### src/rtl/cls_pkg.sv
// constants of the codec link command slot block
// assumes a 200 MHz system clock and a codec that clocks the link
package cls_pkg;
    // -----------------------------------------------------------------
    // register byte addresses
    // -----------------------------------------------------------------
    localparam logic [31:0] CLS_TAG_OUT_OFS  = 32'hfff0_9030;
    localparam logic [31:0] CLS_CMD_OFS      = 32'hfff0_9034;
    localparam logic [31:0] CLS_WDATA_OFS    = 32'hfff0_9038;
    localparam logic [31:0] CLS_TAG_IN_OFS   = 32'hfff0_903c;
    localparam logic [31:0] CLS_RDATA_IN_OFS = 32'hfff0_9044;
    localparam logic [31:0] CLS_STATUS_OFS   = 32'hfff0_9048;
    // -----------------------------------------------------------------
    // reset values and fields
    // -----------------------------------------------------------------
    localparam logic [7:0]  CLS_CMD_RST      = 8'h80;
    localparam logic [15:0] CLS_WDATA_RST    = 16'h0000;
    localparam logic [4:0]  CLS_TAG_RST      = 5'h00;
    localparam int          CLS_RW_BIT       = 7;
    localparam int          CLS_READY_BIT    = 4;
    localparam int          CLS_ST_PEND_BIT  = 0;
    localparam int          CLS_ST_RRDY_BIT  = 1;
    // -----------------------------------------------------------------
    // frame bit positions, counted from the first tag bit
    // -----------------------------------------------------------------
    localparam logic [7:0]  CLS_TAG_LAST     = 8'd15;
    localparam logic [7:0]  CLS_S1_LAST      = 8'd35;
    localparam logic [7:0]  CLS_S2_LAST      = 8'd55;
    localparam logic [7:0]  CLS_FRAME_LAST   = 8'd255;
    // -----------------------------------------------------------------
    // bus answers
    // -----------------------------------------------------------------
    localparam logic [1:0]  CLS_RESP_OKAY    = 2'b00;
    localparam logic [1:0]  CLS_RESP_SLVERR  = 2'b10;
endpackage : cls_pkg

### src/rtl/cls_top.sv
// register side of the codec link command slots, with axi4-lite slave
// assumes a codec driving bit clock and serial data on the link pins
`timescale 1ns/1ps
`default_nettype none
module cls_top
    import cls_pkg::*;
(
    input  wire logic        clk_sys_in,
    input  wire logic        resetn_in,
    input  wire logic [31:0] s_axi_awaddr_in,
    input  wire logic        s_axi_awvalid_in,
    output logic             s_axi_awready_out,
    input  wire logic [31:0] s_axi_wdata_in,
    input  wire logic [3:0]  s_axi_wstrb_in,
    input  wire logic        s_axi_wvalid_in,
    output logic             s_axi_wready_out,
    output logic [1:0]       s_axi_bresp_out,
    output logic             s_axi_bvalid_out,
    input  wire logic        s_axi_bready_in,
    input  wire logic [31:0] s_axi_araddr_in,
    input  wire logic        s_axi_arvalid_in,
    output logic             s_axi_arready_out,
    output logic [31:0]      s_axi_rdata_out,
    output logic [1:0]       s_axi_rresp_out,
    output logic             s_axi_rvalid_out,
    input  wire logic        s_axi_rready_in,
    input  wire logic        codec_bit_clk_in,
    input  wire logic        codec_sdata_in,
    output logic             codec_sync_out,
    output logic             codec_sdata_out
);
    typedef struct packed {
        logic [4:0]  tag_out;
        logic [7:0]  cmd;
        logic [15:0] wdata;
        logic [4:0]  tag_in;
        logic [15:0] rdata_in;
        logic        pend;
        logic        rrdy;
        logic        frame_cmd;
        logic        read_sent;
        logic        read_expect;
        logic [6:0]  sent_idx;
        logic [6:0]  expect_idx;
        logic [15:0] tx_tag;
        logic [19:0] tx_s1;
        logic [19:0] tx_s2;
        logic        aw_got;
        logic        w_got;
        logic [31:0] awaddr;
        logic [31:0] wbuf;
        logic [3:0]  wstrb;
        logic        awready;
        logic        wready;
        logic        bvalid;
        logic [1:0]  bresp;
        logic        arready;
        logic        rvalid;
        logic [31:0] rdata;
        logic [1:0]  rresp;
    } cls_top_s;

    cls_top_s    s_q, s_d;
    logic        fend, rxdone;
    logic [15:0] rx_tag;
    logic [19:0] rx_s1, rx_s2;

    // -----------------------------------------------------------------
    // byte-lane merge of a write
    // -----------------------------------------------------------------
    function automatic logic [31:0] cls_merge(input logic [31:0] old,
                                              input logic [31:0] nw,
                                              input logic [3:0]  strb);
        logic [31:0] r;
        r = old;
        for (int i = 0; i < 4; i++) begin
            if (strb[i]) begin
                r[i*8 +: 8] = nw[i*8 +: 8];
            end
        end
        return r;
    endfunction : cls_merge

    // -----------------------------------------------------------------
    // serial frame engine
    // -----------------------------------------------------------------
    cls_link u_link (
        .clk_sys_in    (clk_sys_in),
        .resetn_in     (resetn_in),
        .bit_clk_in    (codec_bit_clk_in),
        .sdata_in      (codec_sdata_in),
        .tx_tag_in     (s_q.tx_tag),
        .tx_s1_in      (s_q.tx_s1),
        .tx_s2_in      (s_q.tx_s2),
        .sync_out      (codec_sync_out),
        .sdata_out     (codec_sdata_out),
        .frame_end_out (fend),
        .rx_done_out   (rxdone),
        .rx_tag_out    (rx_tag),
        .rx_s1_out     (rx_s1),
        .rx_s2_out     (rx_s2)
    );

    // -----------------------------------------------------------------
    // next state
    // -----------------------------------------------------------------
    always_comb begin
        logic [31:0] m;
        logic        go;
        m   = 32'h0000_0000;
        go  = 1'b0;
        s_d = s_q;
        // write channel capture, either order
        if (s_axi_awvalid_in && s_q.awready) begin
            s_d.aw_got = 1'b1;
            s_d.awaddr = s_axi_awaddr_in;
        end
        if (s_axi_wvalid_in && s_q.wready) begin
            s_d.w_got = 1'b1;
            s_d.wbuf  = s_axi_wdata_in;
            s_d.wstrb = s_axi_wstrb_in;
        end
        if (s_q.bvalid && s_axi_bready_in) begin
            s_d.bvalid = 1'b0;
        end
        // frame boundary: a pending command rides exactly one frame
        if (fend) begin
            go              = s_q.pend & ~s_q.frame_cmd;
            s_d.pend        = go;
            s_d.read_expect = s_q.read_sent;
            s_d.expect_idx  = s_q.sent_idx;
            s_d.frame_cmd   = go;
            s_d.read_sent   = go & s_q.cmd[CLS_RW_BIT];
            s_d.sent_idx    = s_q.cmd[6:0];
            s_d.tx_tag      = {s_q.tag_out[4], s_q.tag_out[0] & go,
                               s_q.tag_out[1] & go,
                               s_q.tag_out[2], s_q.tag_out[3], 11'h000};
            s_d.tx_s1       = go ? {s_q.cmd, 12'h000}
                                 : 20'h0_0000;
            s_d.tx_s2       = (go && !s_q.cmd[CLS_RW_BIT])
                              ? {s_q.wdata, 4'h0}
                              : 20'h0_0000;
        end
        // register write once address and data are both in
        if (s_d.aw_got && s_d.w_got && !s_q.bvalid) begin
            s_d.aw_got = 1'b0;
            s_d.w_got  = 1'b0;
            s_d.bvalid = 1'b1;
            s_d.bresp  = CLS_RESP_OKAY;
            unique case (s_d.awaddr)
                CLS_TAG_OUT_OFS: begin
                    m = cls_merge({27'h0, s_q.tag_out}, s_d.wbuf, s_d.wstrb);
                    if (!s_q.pend) begin
                        s_d.tag_out = m[4:0];
                        s_d.pend    = 1'b1;
                    end
                end
                CLS_CMD_OFS: begin
                    m = cls_merge({24'h0, s_q.cmd}, s_d.wbuf, s_d.wstrb);
                    s_d.cmd = m[7:0];
                end
                CLS_WDATA_OFS: begin
                    m = cls_merge({16'h0, s_q.wdata}, s_d.wbuf, s_d.wstrb);
                    s_d.wdata = m[15:0];
                end
                CLS_TAG_IN_OFS, CLS_RDATA_IN_OFS, CLS_STATUS_OFS: begin
                    s_d.bresp = CLS_RESP_OKAY;
                end
                default: begin
                    s_d.bresp = CLS_RESP_SLVERR;
                end
            endcase
        end
        // read channel
        if (s_q.rvalid && s_axi_rready_in) begin
            s_d.rvalid = 1'b0;
        end
        if (s_axi_arvalid_in && s_q.arready) begin
            s_d.rvalid = 1'b1;
            s_d.rresp  = CLS_RESP_OKAY;
            s_d.rdata  = 32'h0000_0000;
            unique case (s_axi_araddr_in)
                CLS_TAG_OUT_OFS:  s_d.rdata = {27'h0, s_q.tag_out};
                CLS_CMD_OFS:      s_d.rdata = {24'h0, s_q.cmd};
                CLS_WDATA_OFS:    s_d.rdata = {16'h0, s_q.wdata};
                CLS_TAG_IN_OFS:   s_d.rdata = {27'h0, s_q.tag_in};
                CLS_RDATA_IN_OFS: begin
                    s_d.rdata = {16'h0, s_q.rdata_in};
                    s_d.rrdy  = 1'b0;
                end
                CLS_STATUS_OFS:   s_d.rdata = {30'h0, s_q.rrdy, s_q.pend};
                default:          s_d.rresp = CLS_RESP_SLVERR;
            endcase
        end
        // incoming slots; a capture wins over a same-cycle clear
        if (rxdone) begin
            s_d.tag_in = {rx_tag[15], rx_tag[11], rx_tag[12], rx_tag[13],
                          rx_tag[14]};
            if (s_q.read_expect && rx_tag[13]
                && rx_s1[18:12] == s_q.expect_idx) begin
                s_d.rdata_in = rx_s2[19:4];
                s_d.rrdy     = 1'b1;
            end
        end
        s_d.awready = ~s_d.aw_got & ~s_d.bvalid;
        s_d.wready  = ~s_d.w_got & ~s_d.bvalid;
        s_d.arready = ~s_d.rvalid;
    end

    always_ff @(posedge clk_sys_in or negedge resetn_in) begin
        if (!resetn_in) begin
            s_q         <= '0;
            s_q.cmd     <= CLS_CMD_RST;
            s_q.wdata   <= CLS_WDATA_RST;
            s_q.tag_in  <= CLS_TAG_RST;
            s_q.tag_out <= CLS_TAG_RST;
        end else begin
            s_q <= s_d;
        end
    end

    assign s_axi_awready_out = s_q.awready;
    assign s_axi_wready_out  = s_q.wready;
    assign s_axi_bvalid_out  = s_q.bvalid;
    assign s_axi_bresp_out   = s_q.bresp;
    assign s_axi_arready_out = s_q.arready;
    assign s_axi_rvalid_out  = s_q.rvalid;
    assign s_axi_rdata_out   = s_q.rdata;
    assign s_axi_rresp_out   = s_q.rresp;
endmodule : cls_top
`default_nettype wire

### src/rtl/cls_link.sv
// serial frame engine of the codec link
// assumes bit clock and serial input come straight from pins
`timescale 1ns/1ps
`default_nettype none
module cls_link
    import cls_pkg::*;
(
    input  wire logic        clk_sys_in,
    input  wire logic        resetn_in,
    input  wire logic        bit_clk_in,
    input  wire logic        sdata_in,
    input  wire logic [15:0] tx_tag_in,
    input  wire logic [19:0] tx_s1_in,
    input  wire logic [19:0] tx_s2_in,
    output logic             sync_out,
    output logic             sdata_out,
    output logic             frame_end_out,
    output logic             rx_done_out,
    output logic [15:0]      rx_tag_out,
    output logic [19:0]      rx_s1_out,
    output logic [19:0]      rx_s2_out
);
    typedef struct packed {
        logic        bclk_m;
        logic        bclk_s;
        logic        bclk_p;
        logic        din_m;
        logic        din_s;
        logic [7:0]  cnt;
        logic [19:0] sh;
        logic [15:0] tag;
        logic [19:0] s1;
        logic [19:0] s2;
        logic        sync;
        logic        dout;
        logic        fend;
        logic        rxdone;
    } cls_link_s;

    cls_link_s s_q, s_d;
    logic      rise, fall;
    logic [7:0] nxt;

    // -----------------------------------------------------------------
    // outgoing bit for a frame position
    // -----------------------------------------------------------------
    function automatic logic cls_tx_bit(input logic [7:0]  pos,
                                        input logic [15:0] tag,
                                        input logic [19:0] s1,
                                        input logic [19:0] s2);
        logic [7:0] idx;
        idx = 8'h00;
        if (pos <= CLS_TAG_LAST) begin
            idx = CLS_TAG_LAST - pos;
            return tag[idx[3:0]];
        end else if (pos <= CLS_S1_LAST) begin
            idx = CLS_S1_LAST - pos;
            return s1[idx[4:0]];
        end else if (pos <= CLS_S2_LAST) begin
            idx = CLS_S2_LAST - pos;
            return s2[idx[4:0]];
        end
        return 1'b0;
    endfunction : cls_tx_bit

    // -----------------------------------------------------------------
    // next state
    // -----------------------------------------------------------------
    always_comb begin
        s_d        = s_q;
        s_d.fend   = 1'b0;
        s_d.rxdone = 1'b0;
        s_d.bclk_m = bit_clk_in;
        s_d.bclk_s = s_q.bclk_m;
        s_d.bclk_p = s_q.bclk_s;
        s_d.din_m  = sdata_in;
        s_d.din_s  = s_q.din_m;
        rise       = s_q.bclk_s & ~s_q.bclk_p;
        fall       = ~s_q.bclk_s & s_q.bclk_p;
        nxt        = s_q.cnt + 8'd1;
        if (rise) begin
            s_d.cnt  = nxt;
            s_d.sync = (nxt <= CLS_TAG_LAST);
            s_d.dout = cls_tx_bit(nxt, tx_tag_in, tx_s1_in,
                                  tx_s2_in);
        end
        if (fall) begin
            s_d.sh = {s_q.sh[18:0], s_q.din_s};
            if (s_q.cnt == CLS_TAG_LAST) begin
                s_d.tag = {s_q.sh[14:0], s_q.din_s};
            end
            if (s_q.cnt == CLS_S1_LAST) begin
                s_d.s1 = {s_q.sh[18:0], s_q.din_s};
            end
            if (s_q.cnt == CLS_S2_LAST) begin
                s_d.s2     = {s_q.sh[18:0], s_q.din_s};
                s_d.rxdone = 1'b1;
            end
            if (s_q.cnt == CLS_FRAME_LAST) begin
                s_d.fend = 1'b1;
            end
        end
    end

    always_ff @(posedge clk_sys_in or negedge resetn_in) begin
        if (!resetn_in) begin
            s_q     <= '0;
            s_q.cnt <= CLS_FRAME_LAST;
        end else begin
            s_q <= s_d;
        end
    end

    assign sync_out      = s_q.sync;
    assign sdata_out     = s_q.dout;
    assign frame_end_out = s_q.fend;
    assign rx_done_out   = s_q.rxdone;
    assign rx_tag_out    = s_q.tag;
    assign rx_s1_out     = s_q.s1;
    assign rx_s2_out     = s_q.s2;
endmodule : cls_link
`default_nettype wire

### config.mk
export PLATFORM = sky130hd
export DESIGN_NAME = cls_top
export DESIGN_NICKNAME = d
export VERILOG_FILES = /design/src/rtl/cls_pkg.sv /design/src/rtl/cls_top.sv /design/src/rtl/cls_link.sv
export SDC_FILE = /design/constraint.sdc
export NUM_CORES = 1
export LEC_CHECK = 0
export ABC_AREA = 1
export BUFFER_PORTS_ARGS = -buffer_cell sky130_fd_sc_hd__buf_2
export CORE_MARGIN = 1.5
export CORE_UTILIZATION = 60
export CTS_BUF_LIST = sky130_fd_sc_hd__clkbuf_4
export DETAILED_ROUTE_END_ITERATION = 12
export PLACE_DENSITY = 0.83
export SKIP_LAST_GASP = 1
export SLEW_MARGIN = 20
export SYNTH_ARGS = -nofsm -noshare
export SYNTH_HDL_FRONTEND = slang
export SYNTH_SLANG_ARGS = --single-unit
export TNS_END_PERCENT = 30
### constraint.sdc
create_clock -name clk_sys_in -period 3.3 [get_ports clk_sys_in]
set_clock_uncertainty 0.2 [all_clocks]
set_input_delay 0.33 -clock clk_sys_in [delete_from_list [all_inputs] [get_ports clk_sys_in]]
set_output_delay 0.33 -clock clk_sys_in [all_outputs]
set_load 0.01 [all_outputs]
==> metrics.cfg, run 1 <==
[outcome]
status=complete, no violations

[yosys]
synth_ff_type=dfrtp_1
async_flop_share=1.00
synth_top_cell_area_share=0.518
synth_cells=1293
synth_area_leaders=dfrtp_1 52%, nand2_1 15%, inv_1 4.6%
yosysWarnings=0
synth-seq-cells=236
ys_seq_area_frac=0.540
yosysMostFrequentCell=nand2_1
syn_area_sq_um=11000
synth_top_cells_by_count=447 x nand2_1, 227 x dfrtp_1, 133 x inv_1, 78 x o21ai_0, 63 x nand3_1
synth_edf_count=0
syn_avg_cell_area_sq_um=8.47
synth_cell_types=46
yosys.area.top_type=dfrtp_1

[power]
power.density_nw_per_um2=625
max-vdd-ir-drop_uv=508
leakage_uw=0.00659

[sta]
rsz0062_at_grt=false
fin_hold_ws_ns=0.0794
worst_pin_slew_ns=0.908
hold_viol_final=0
fin_setup_tns_ns=0
finalWorstSetupSlack_ns=0.570
slew_viol_final=0
finalCritPeriodShare=0.827
post-route-min-period_ns=2.73
max_freq_ghz=0.366
setup_viol=0
max_slew_margin=0.394

[final_layout]
finalNonFillerCells=1741
syn_to_final_growth_pct=16.5
fin_util=0.711
drive_gt1_frac=0.191
nNetsFinal=1587

[route]
drc=0
drt_iter0_drc=896
firstDrtPassIters=5
wl_per_cell_microns=15.8
drt-total-wl_mm=27.5
vias_per_cell=5.36
drtAntennaViolNets=0
vias=9333

[clock_network]
clkLatencyLatePin_ns=0.69
cts.sinks=236
root_buffer=clkbuf_4
cts_tree=built
cts_buffer_depth=3
ctsResizeCount=0
numCtsBuffers=58
clk_pin_slew_ns=0.08
ctsHtreeMaxLevel=2

[critical_path]
arrival_ns=3.07
cp-start-kind=register
required_ns=3.64
cp_slowest_cell=nor2_1
cp_max_fo=19
endpoint_kind=register
slowest_delay_ns=0.39
critPathMostFrequentCell=nand2_1
worstPathCellList=nand2_2 > inv_1 > buf_4 > or2_2 > o21ai_0 > nor2_1 > nand4_1 > nand2_1 > nand2_1
crit_type=register to register

[global_routing]
overflow=0
grt_pass1_wl_mm=44.8
grt_antenna_before_repair=1
groute.usage.overall=0.289
grt_pass1_vias=9141
grt_max_degree=97

[placement]
dp_slack_ns=0.657
dp.cells=1586
io_buffer_count=115
gp_congestion=0.908
post-dp-hpwl_mm=17.8

[floorplan]
io_pins=152
placementRows=49
fp.dieArea_sq_um=19100
die_h_microns=138
initial_core_util=0.610
core_sq_um=18000
die_w_microns=138

[hold_path]
hp-class=primary input to async pin

[run]
maxCapViolCount=0

-- cell usage in the layout, fill, tap and decap left out, types with 2 or more instances in the layout --
cell / count
o22ai_1: 20
nand3_4: 3
clkinv_2: 2
nor3_1: 7
nor3_2: 6
o211ai_1: 6
buf_4: 13
nor2_1: 60
o32ai_1: 2
dlygate4sd3_1: 57
inv_2: 3
ha_1: 4
clkinv_1: 14
dfrtp_1: 227
a21oi_1: 20
o21ai_0: 78
inv_1: 133
o21ai_2: 27
nor4_1: 3
mux2_2: 4
o21ai_1: 7
nand2_2: 7
nand4_1: 18
and2_1: 17
clkbuf_4: 79
dfstp_2: 9
xor2_1: 7
nand2_1: 447
nor2_2: 7
conb_1: 18
buf_2: 114
o31ai_1: 9
or2_2: 3
nand3_1: 63
-- logic make-up after synthesis --
| kind of cell | count (synthesis) | synth area share |
|---|---|---|
| simple gates | 649 | 0.256 |
| flops | 236 | 0.540 |
| fa+ha+maj | 4 | 0.00457 |
| other cells | 1 | 0.000342 |
| xor+xnor | 8 | 0.00639 |
| mux | 4 | 0.00411 |
| compound gates | 172 | 0.0949 |
| buf+inv | 219 | 0.0937 |
-- timing repair --
action	CTS	global route
setup endpoints to repair	0	0
hold buffers	57	0
endpoints found under the hold margin	193	0
buffers inserted	0	0
-- final timing paths --
path / to / depth (start not counted) / startpoint / slack [ns]
min in group clk_sys_in: s_q[107] / 3 / s_axi_awvalid_in / 0.10
worst max-delay path: s_q[235] / 9 / s_axi_wready_out / 0.57
worst max register to register: s_q[235] / 9 / s_axi_wready_out / 0.57
max in group asynchronous: u_link.s_q[64] / 3 / resetn_in / 1.89
worst min register to register: u_link.s_q[88] / 0 / u_link.s_d[88] / 0.15
worst min-delay path: s_q[49] / 2 / resetn_in / 0.08
-- worst max-delay path: cells and delay by family, from the launching register on --
| kind | cells | cell delay [ns] |
|---|---|---|
| and+or+nand+nor | 6 | 1.30 |
| buffers and inverters | 2 | 0.52 |
| AOI/OAI and AO/OA | 1 | 0.19 |
| DFF | 1 | 0.37 |
-- layer usage --
layer,share of wire,global-route usage,up-vias
met4,0.027,0.109,0
met1,0.42,0.386,4396
met3,0.070,0.0513,66
met2,0.48,0.477,432
li1,-,-,4439
met5,0,0,-
-- area by class of cell --
class / instances / area [sq um]
timing repair buffer: 186 / 1270
multi-input combinational: 855 / 4080
inverter: 137 / 517
fill: 1323 / 5200
clock inverter: 18 / 100
antenna: 1 / 2.50
clock buffer: 79 / 593
sequential: 236 / 5920
tap: 229 / 287
-- power breakdown --
part | internal, uW | switching (uW) | leakage (uW)
logic | 699 | 1430 | 0.00307
registers | 3320 | 197 | 0.00312
clock network | 1180 | 1160 | 0.000408
-- per-stage QoR --
step           power [uW]  instance area, sq um
2_1_floorplan        5030                 11000
3_3_place_gp         5480                 11500
3_5_place_dp         5540                 11500
4_1_cts              7930                 12800
5_1_grt              8450                 12800
6_report             7980                 12800
-- sequential cells by signal, indices dropped and copies added (netlist names) --
register and cells:
s_axi_bresp_out 1, u_link.sdata_out 1, s_axi_awready_out 1, u_link.rx_s2_out 16, u_link.sync_out 1, u_link.rx_s1_out 7, s_axi_bvalid_out 1, s_axi_rdata_out 16
u_link.s_q 29, u_link.rx_done_out 1, u_link.rx_tag_out 5, s_axi_wready_out 1, s_axi_rvalid_out 1, s_q 149, s_axi_rresp_out 1, u_link.s_d 3
u_link.frame_end_out 1, s_axi_arready_out 1
Power figures use the tool's default switching activity.
==> run 2: changes to the inputs <==
==> constraint.sdc (replaced) <==
create_clock -name clk_sys_in -period 2.6 [get_ports clk_sys_in]
set_clock_uncertainty 0.2 [all_clocks]
set_input_delay 0.26 -clock clk_sys_in [delete_from_list [all_inputs] [get_ports clk_sys_in]]
set_output_delay 0.26 -clock clk_sys_in [all_outputs]
set_load 0.01 [all_outputs]
==> metrics.cfg, run 2 (same netlist as run 1, synthesis figures left out) <==
[sta]
hold_viol_final=0  ; unchanged
fin_setup_tns_ns=-0.215  ; -0.215 ns
rsz0062_at_grt=true
finalWorstSetupSlack_ns=-0.0569  ; -0.627 ns
post-route-min-period_ns=2.66  ; -0.0727 ns
max_freq_ghz=0.376  ; +2.7%
worst_pin_slew_ns=0.823  ; -0.0851 ns
finalCritPeriodShare=1.02  ; +0.195
slew_viol_final=0  ; unchanged
fin_hold_ws_ns=0.0352  ; -0.0442 ns
max_slew_margin=0.450  ; +0.0559
setup_viol=7  ; +7

[final_layout]
nNetsFinal=1647  ; +3.8%
fillers=1128  ; -15%
largest-register=s_q
biggestRegsByFlops=s_q (149), u_link.s_q (29)
finalNonFillerCells=1802  ; +3.5%
finalInstanceArea_sq_um=13400  ; +5.2%
drive_gt1_frac=0.203  ; +0.0117
final_cell_mix=447 x nand2_1, 226 x dfrtp_1, 133 x inv_1
multiInputGateArea_sq_um=4110  ; +0.68%
register_area_sq_um=5920  ; about the same
largest_register_ffs=149  ; unchanged
syn_to_final_growth_pct=22.6
final_common_cell=nand2_1

[global_routing]
grt_pass1_wl_mm=48.4  ; +8.2%
grt_max_degree=57  ; -41%
grt_antenna_before_repair=1  ; unchanged
grt_pass1_vias=9957  ; +8.9%
groute.usage.overall=0.312  ; +0.0232
overflow=0  ; unchanged

[clock_network]
cts_buffer_depth=3  ; unchanged
root_buffer=clkbuf_4
clkLatencyLatePin_ns=0.70  ; about the same
ctsHtreeMaxLevel=2  ; unchanged
clk_pin_slew_ns=0.07  ; about the same
cts.sinks=236  ; unchanged
cts_tree=built
numCtsBuffers=58  ; unchanged

[critical_path]
cp_max_fo=25  ; +6
endpoint_kind=register
required_ns=2.97  ; -0.67 ns
worstPathCellList=nand2_4 > inv_6 > nand2_1 > dlygate4sd3_1 > nand2_1 > nor2_1 > nand3_1 > nor2_1 > and2_4 > nand2_1 > nor2_2 > nor2_1
cp_slowest_cell=dlygate4sd3_1
crit_type=register to register
cp-start-kind=register
slowest_delay_ns=0.56  ; +0.17 ns
arrival_ns=3.03  ; -0.04 ns

[route]
drtAntennaViolNets=0  ; unchanged
wl_per_cell_microns=17.2  ; +9.1%
drt-total-wl_mm=31.0  ; +13%
drt_iter0_drc=1040  ; +16%
vias_per_cell=5.60  ; +4.6%
drc=0  ; unchanged
vias=10100  ; +8.2%
firstDrtPassIters=6  ; +1

[floorplan]
die_h_microns=138  ; unchanged
io_pins=152  ; unchanged
die_w_microns=138  ; unchanged
placementRows=49  ; unchanged
fp.dieArea_sq_um=19100  ; unchanged
initial_core_util=0.610  ; unchanged
core_sq_um=18000  ; unchanged

[placement]
place_area_sq_um=11600  ; +1.0%
post-dp-hpwl_mm=17.9  ; +0.82%
io_buffer_count=115  ; unchanged
dp.cells=1598  ; +0.76%
gp_congestion=0.904  ; -0.34%

[outcome]
violations=setup timing
status=finished with violations

[power]
power_frac_comb=0.311  ; +0.044
sw_frac_of_total=0.356  ; +0.00659
internal_power_uw=7120  ; +37%
clockPowerShare=0.280  ; -0.013
power_frac_seq=0.409  ; -0.031
leakage_uw=0.00696  ; +5.5%
power.density_nw_per_um2=822  ; +32%
max-vdd-ir-drop_uv=688  ; +35%
switchingPower_uw=3930  ; +41%

[hold_path]
hp-class=primary input to register

[run]
maxCapViolCount=0  ; unchanged

[run 2: final cells by class]
| type | count | area share |
|---|---|---|
| antenna | 1 | 0.000186 |
| multi-input combinational | 856 | 0.306 |
| sequential | 236 | 0.441 |
| inverter | 137 | 0.0387 |
| tap | 229 | 0.0213 |
| timing repair buffer | 245 | 0.139 |
| clock buffer | 80 | 0.0447 |
| clock inverter | 18 | 0.00922 |
[run 2: worst paths after layout]
check,startpoint,to,slack (ns),depth (start not counted)
max in group asynchronous,resetn_in,u_link.rx_s2_out[16],1.24,4
min reg2reg,u_link.s_d[88],u_link.s_q[88],0.17,0
min in group asynchronous,resetn_in,u_link.s_q[85],0.55,3
max,s_axi_awready_out,s_axi_bresp_out[1],-0.06,12
max reg2reg,s_axi_awready_out,s_axi_bresp_out[1],-0.06,12
min,s_axi_araddr_in[3],s_axi_rresp_out[1],0.04,7
[run 2: power by group through the flow]
stage | clock network (uW) | registers, uW | logic [uW]
CTS | 3110 | 4450 | 3080
floorplan | 0 | 4440 | 1950
global placement | 0 | 4490 | 2540
global route | 3330 | 4550 | 3730
detailed placement | 0 | 4510 | 2620
finish | 3090 | 4520 | 3440
[run 2: worst max-delay path: cells and delay by family, from the launching register on]
family	cells	cell delay [ns]
DFF	1	0.45
and+or+nand+nor	10	1.22
buffers and inverters	2	0.66
[run 2: what timing repair did]
item	CTS	global route
hold buffers	95	0
endpoints found under the hold margin	339	0
endpoints found under the setup margin	0	39
setup buffers	0	9
gates resized for setup	0	10
[run 2: layer usage]
layer	vias up	part of all wire	track usage
li1	4567	-	-
met1	4762	0.38	0.390
met2	615	0.49	0.526
met3	156	0.085	0.0568
met4	0	0.052	0.154
met5	-	0	0
[run 2: metrics by stage]
| stage | power [uW] | util | setup WS [ns] |
|---|---|---|---|
| finish | 11000 | 0.748 | -0.0569 |
| CTS | 10600 | 0.741 | 0.123 |
| floorplan | 6390 | - | 0.312 |
| global route | 11600 | 0.748 | -0.102 |
| detailed placement | 7140 | 0.647 | 0.247 |
| global placement | 7030 | 0.647 | 0.339 |
==> run 3: changes to the inputs <==
--- a/config.mk
+++ b/config.mk
@@ -5,14 +5,12 @@
 export SDC_FILE = /design/constraint.sdc
 export NUM_CORES = 1
 export LEC_CHECK = 0
-export ABC_AREA = 1
 export BUFFER_PORTS_ARGS = -buffer_cell sky130_fd_sc_hd__buf_2
 export CORE_MARGIN = 1.5
-export CORE_UTILIZATION = 60
+export CORE_UTILIZATION = 59
 export CTS_BUF_LIST = sky130_fd_sc_hd__clkbuf_4
 export DETAILED_ROUTE_END_ITERATION = 12
-export PLACE_DENSITY = 0.83
-export SKIP_LAST_GASP = 1
+export PLACE_DENSITY = 0.82
 export SLEW_MARGIN = 20
 export SYNTH_ARGS = -nofsm -noshare
 export SYNTH_HDL_FRONTEND = slang
==> metrics.cfg, run 3 <==
[clock_network]
cts.sinks=236  ; unchanged
numCtsBuffers=61  ; +5.2%
clk_pin_slew_ns=0.07  ; about the same
clkLatencyLatePin_ns=0.72  ; +0.02 ns
cts_buffer_depth=3  ; unchanged
cts_tree=built
root_buffer=clkbuf_4
ctsHtreeMaxLevel=2  ; unchanged

[floorplan]
io_pins=152  ; unchanged
placementRows=48  ; -2.0%
die_h_microns=135  ; -2.2%
fp.dieArea_sq_um=18200  ; -4.4%
initial_core_util=0.599  ; -0.0112
core_sq_um=17200  ; -4.4%
die_w_microns=135  ; -2.2%

[run]
maxCapViolCount=0  ; unchanged

[critical_path]
rr_endpoint=s_q[222]
r2r-start=s_q[87]
crit_type=primary input to register
worst_r2r_path_depth=7  ; -5
cp_max_fo=4  ; -84%
cp-start-kind=primary input
endpoint_kind=register
r2r_slack_ns=-0.06  ; about the same
required_ns=2.98  ; about the same
arrival_ns=3.08  ; +0.05 ns

[yosys]
synth_ff_type=dfrtp_1
synth-compound-area-share=0.0646  ; -0.0303
syn_area_sq_um=10300  ; -6.1%
yosysMostFrequentCell=dfrtp_1
ys_seq_area_frac=0.575  ; +0.0353
synth_area_leaders=dfrtp_1 55%, mux2_2 13%, nand2_1 4.0%
synth-seq-cells=236  ; unchanged
synth_top_family_by_area=multiplexers
synth_edf_count=0  ; unchanged
syn_avg_cell_area_sq_um=12.7  ; +50%
synth_top_cells_by_count=227 x dfrtp_1, 122 x mux2_2, 110 x nand2_1, 36 x buf_4
synthAdderAreaFrac=0.00487  ; +0.000298
synthSimpleGateAreaFrac=0.113  ; -0.143
synth_cells=809  ; -37%
synthXorXnorAreaFrac=0.0179  ; +0.0115
muxShareOfSynthArea=0.178  ; +0.174
synth_cell_types=60  ; +30%
yosys.area.top_type=dfrtp_1
async_flop_share=1.00  ; unchanged
yosysWarnings=0  ; unchanged
synth_top_cell_area_share=0.552  ; +0.0339

[final_layout]
fin_util=0.774  ; +0.0266
largest-register=s_q
largest_register_ffs=149  ; unchanged
nNetsFinal=1201  ; -27%
final_cell_mix=227 x dfrtp_1, 114 x buf_2, 113 x mux2_2
drive_gt1_frac=0.385  ; +0.182
finalInstanceArea_sq_um=13300  ; -0.98%
final_common_cell=dfrtp_1
biggestRegsByFlops=s_q (149), u_link.s_q (29)
syn_to_final_growth_pct=29.3

[global_routing]
overflow=0  ; unchanged
grt_antenna_before_repair=1  ; unchanged
grt_max_degree=71  ; +25%
groute.usage.overall=0.307  ; -0.00489
grt_pass1_vias=8305  ; -17%
grt_pass1_wl_mm=42.9  ; -11%

[outcome]
violations=setup timing
status=finished with violations

[hold_path]
hp-class=primary input to register
min-delay-start=codec_bit_clk_in
min_to=u_link.s_d[91]
hold_depth=2  ; -5

[sta]
slew_viol_final=0  ; unchanged
hold_viol_final=0  ; unchanged
max_slew_margin=0.646  ; +0.196
rsz0062_at_grt=true
finalCritPeriodShare=1.04  ; +0.0167
setup_viol=11  ; +4
finalWorstSetupSlack_ns=-0.100  ; -0.0434 ns
max_freq_ghz=0.370  ; -1.6%
worst_pin_slew_ns=0.531  ; -0.292 ns
post-route-min-period_ns=2.70  ; +0.0434 ns

[power]
power_frac_seq=0.453  ; +0.044
leakage_uw=0.00652  ; -6.2%
max-vdd-ir-drop_uv=673  ; -2.2%
internal_power_uw=7110  ; about the same
power_frac_comb=0.241  ; -0.070
sw_frac_of_total=0.320  ; -0.0354
clockPowerShare=0.306  ; +0.026
switchingPower_uw=3350  ; -15%
power.density_nw_per_um2=787  ; -4.4%

[route]
firstDrtPassIters=7  ; +1
drc=0  ; unchanged
drt_iter0_drc=712  ; -32%
vias_per_cell=5.94  ; +6.0%
wl_per_cell_microns=21.0  ; +22%
drt-total-wl_mm=28.6  ; -7.7%
vias=8090  ; -20%
drtAntennaViolNets=0  ; unchanged

[placement]
post-dp-hpwl_mm=15.3  ; -15%
io_buffer_count=115  ; unchanged
gp_congestion=0.884  ; -2.2%
place_area_sq_um=11200  ; -3.8%

-- run 3: cell families (layout without fill, tap and decap cells) --
kind of cell,Yosys count,after routing
buf+inv,85,395
flops,236,236
other cells,1,19
compound gates,84,84
simple gates,229,229
fa+ha+maj,4,4
mux,149,149
xor+xnor,21,21
-- run 3: worst max path at each step --
| stage | from | end | slack [ns] | depth (start not counted) |
|---|---|---|---|---|
| 2_1_floorplan | s_axi_awaddr_in[11] | s_q[231] | -0.06 | 7 |
| 3_3_place_gp | s_axi_awaddr_in[11] | s_q[215] | -0.40 | 8 |
| 3_5_place_dp | s_axi_awaddr_in[11] | s_q[215] | -0.50 | 8 |
| 4_1_cts | s_q[87] | s_q[221] | 0.004 | 7 |
| 5_1_grt | s_axi_araddr_in[17] | s_axi_rdata_out[6] | -0.11 | 8 |
| 6_report | s_axi_araddr_in[17] | s_axi_rdata_out[6] | -0.10 | 8 |
-- run 3: final cells by class --
type	instances	area, sq um
clock inverter	24	119
tap	225	282
multi-input combinational	505	4150
inverter	11	41.3
clock buffer	87	653
fill	965	3880
antenna	1	2.50
sequential	236	5920
timing repair buffer	273	2130
-- run 3: routing by layer --
layer	routed length, microns	GRT usage	part of all wire
met3	1960	0.0657	0.069
met4	1540	0.170	0.054
met1	10500	0.362	0.37
met5	0	0	0
met2	14600	0.527	0.51
-- run 3: power groups by stage --
| stage | registers (uW) | clock network, uW | logic, uW |
|---|---|---|---|
| 4_1_cts | 4650 | 3190 | 2280 |
| 3_5_place_dp | 4700 | 0 | 1910 |
| 2_1_floorplan | 4570 | 0 | 1290 |
| 6_report | 4740 | 3200 | 2520 |
| 3_3_place_gp | 4670 | 0 | 1850 |
| 5_1_grt | 4790 | 3450 | 2710 |
-- run 3: timing repair --
item                                   in CTS  in global routing
setup endpoints to repair                  14                 38
pin swaps                                   2                  3
cloned                                      0                  0
buffers inserted                            3                  1
hold buffers                              109                  1
resized for setup                          10                 30
endpoints found under the hold margin     344                  2
-- run 3: worst max-delay path, stage by stage --
cell	delay [ns]
dlygate4sd3_1	0.56
buf_2	0.14
or4b_2	0.68
or4_4	0.61
nor2_1	0.21
o21ai_1	0.18
buf_4	0.19
o21ai_0	0.26
-- run 3: stage by stage --
stage | power [uW] | std cells | worst slack, ns | hold slack, ns | setup TNS, ns
after detailed placement | 6610 | 1136 | -0.495 | 0.0139 | -11.02
after global placement | 6510 | 1136 | -0.397 | 0.0121 | -7.89
final | 10500 | 1362 | -0.100 | 0.0366 | -0.475
after global routing | 10900 | 1362 | -0.114 | 0.0174 | -1.13
after CTS | 10100 | 1359 | 0.00414 | 0.00108 | 0
after floorplan | 5870 | 826 | -0.0637 | -0.236 | -1.01
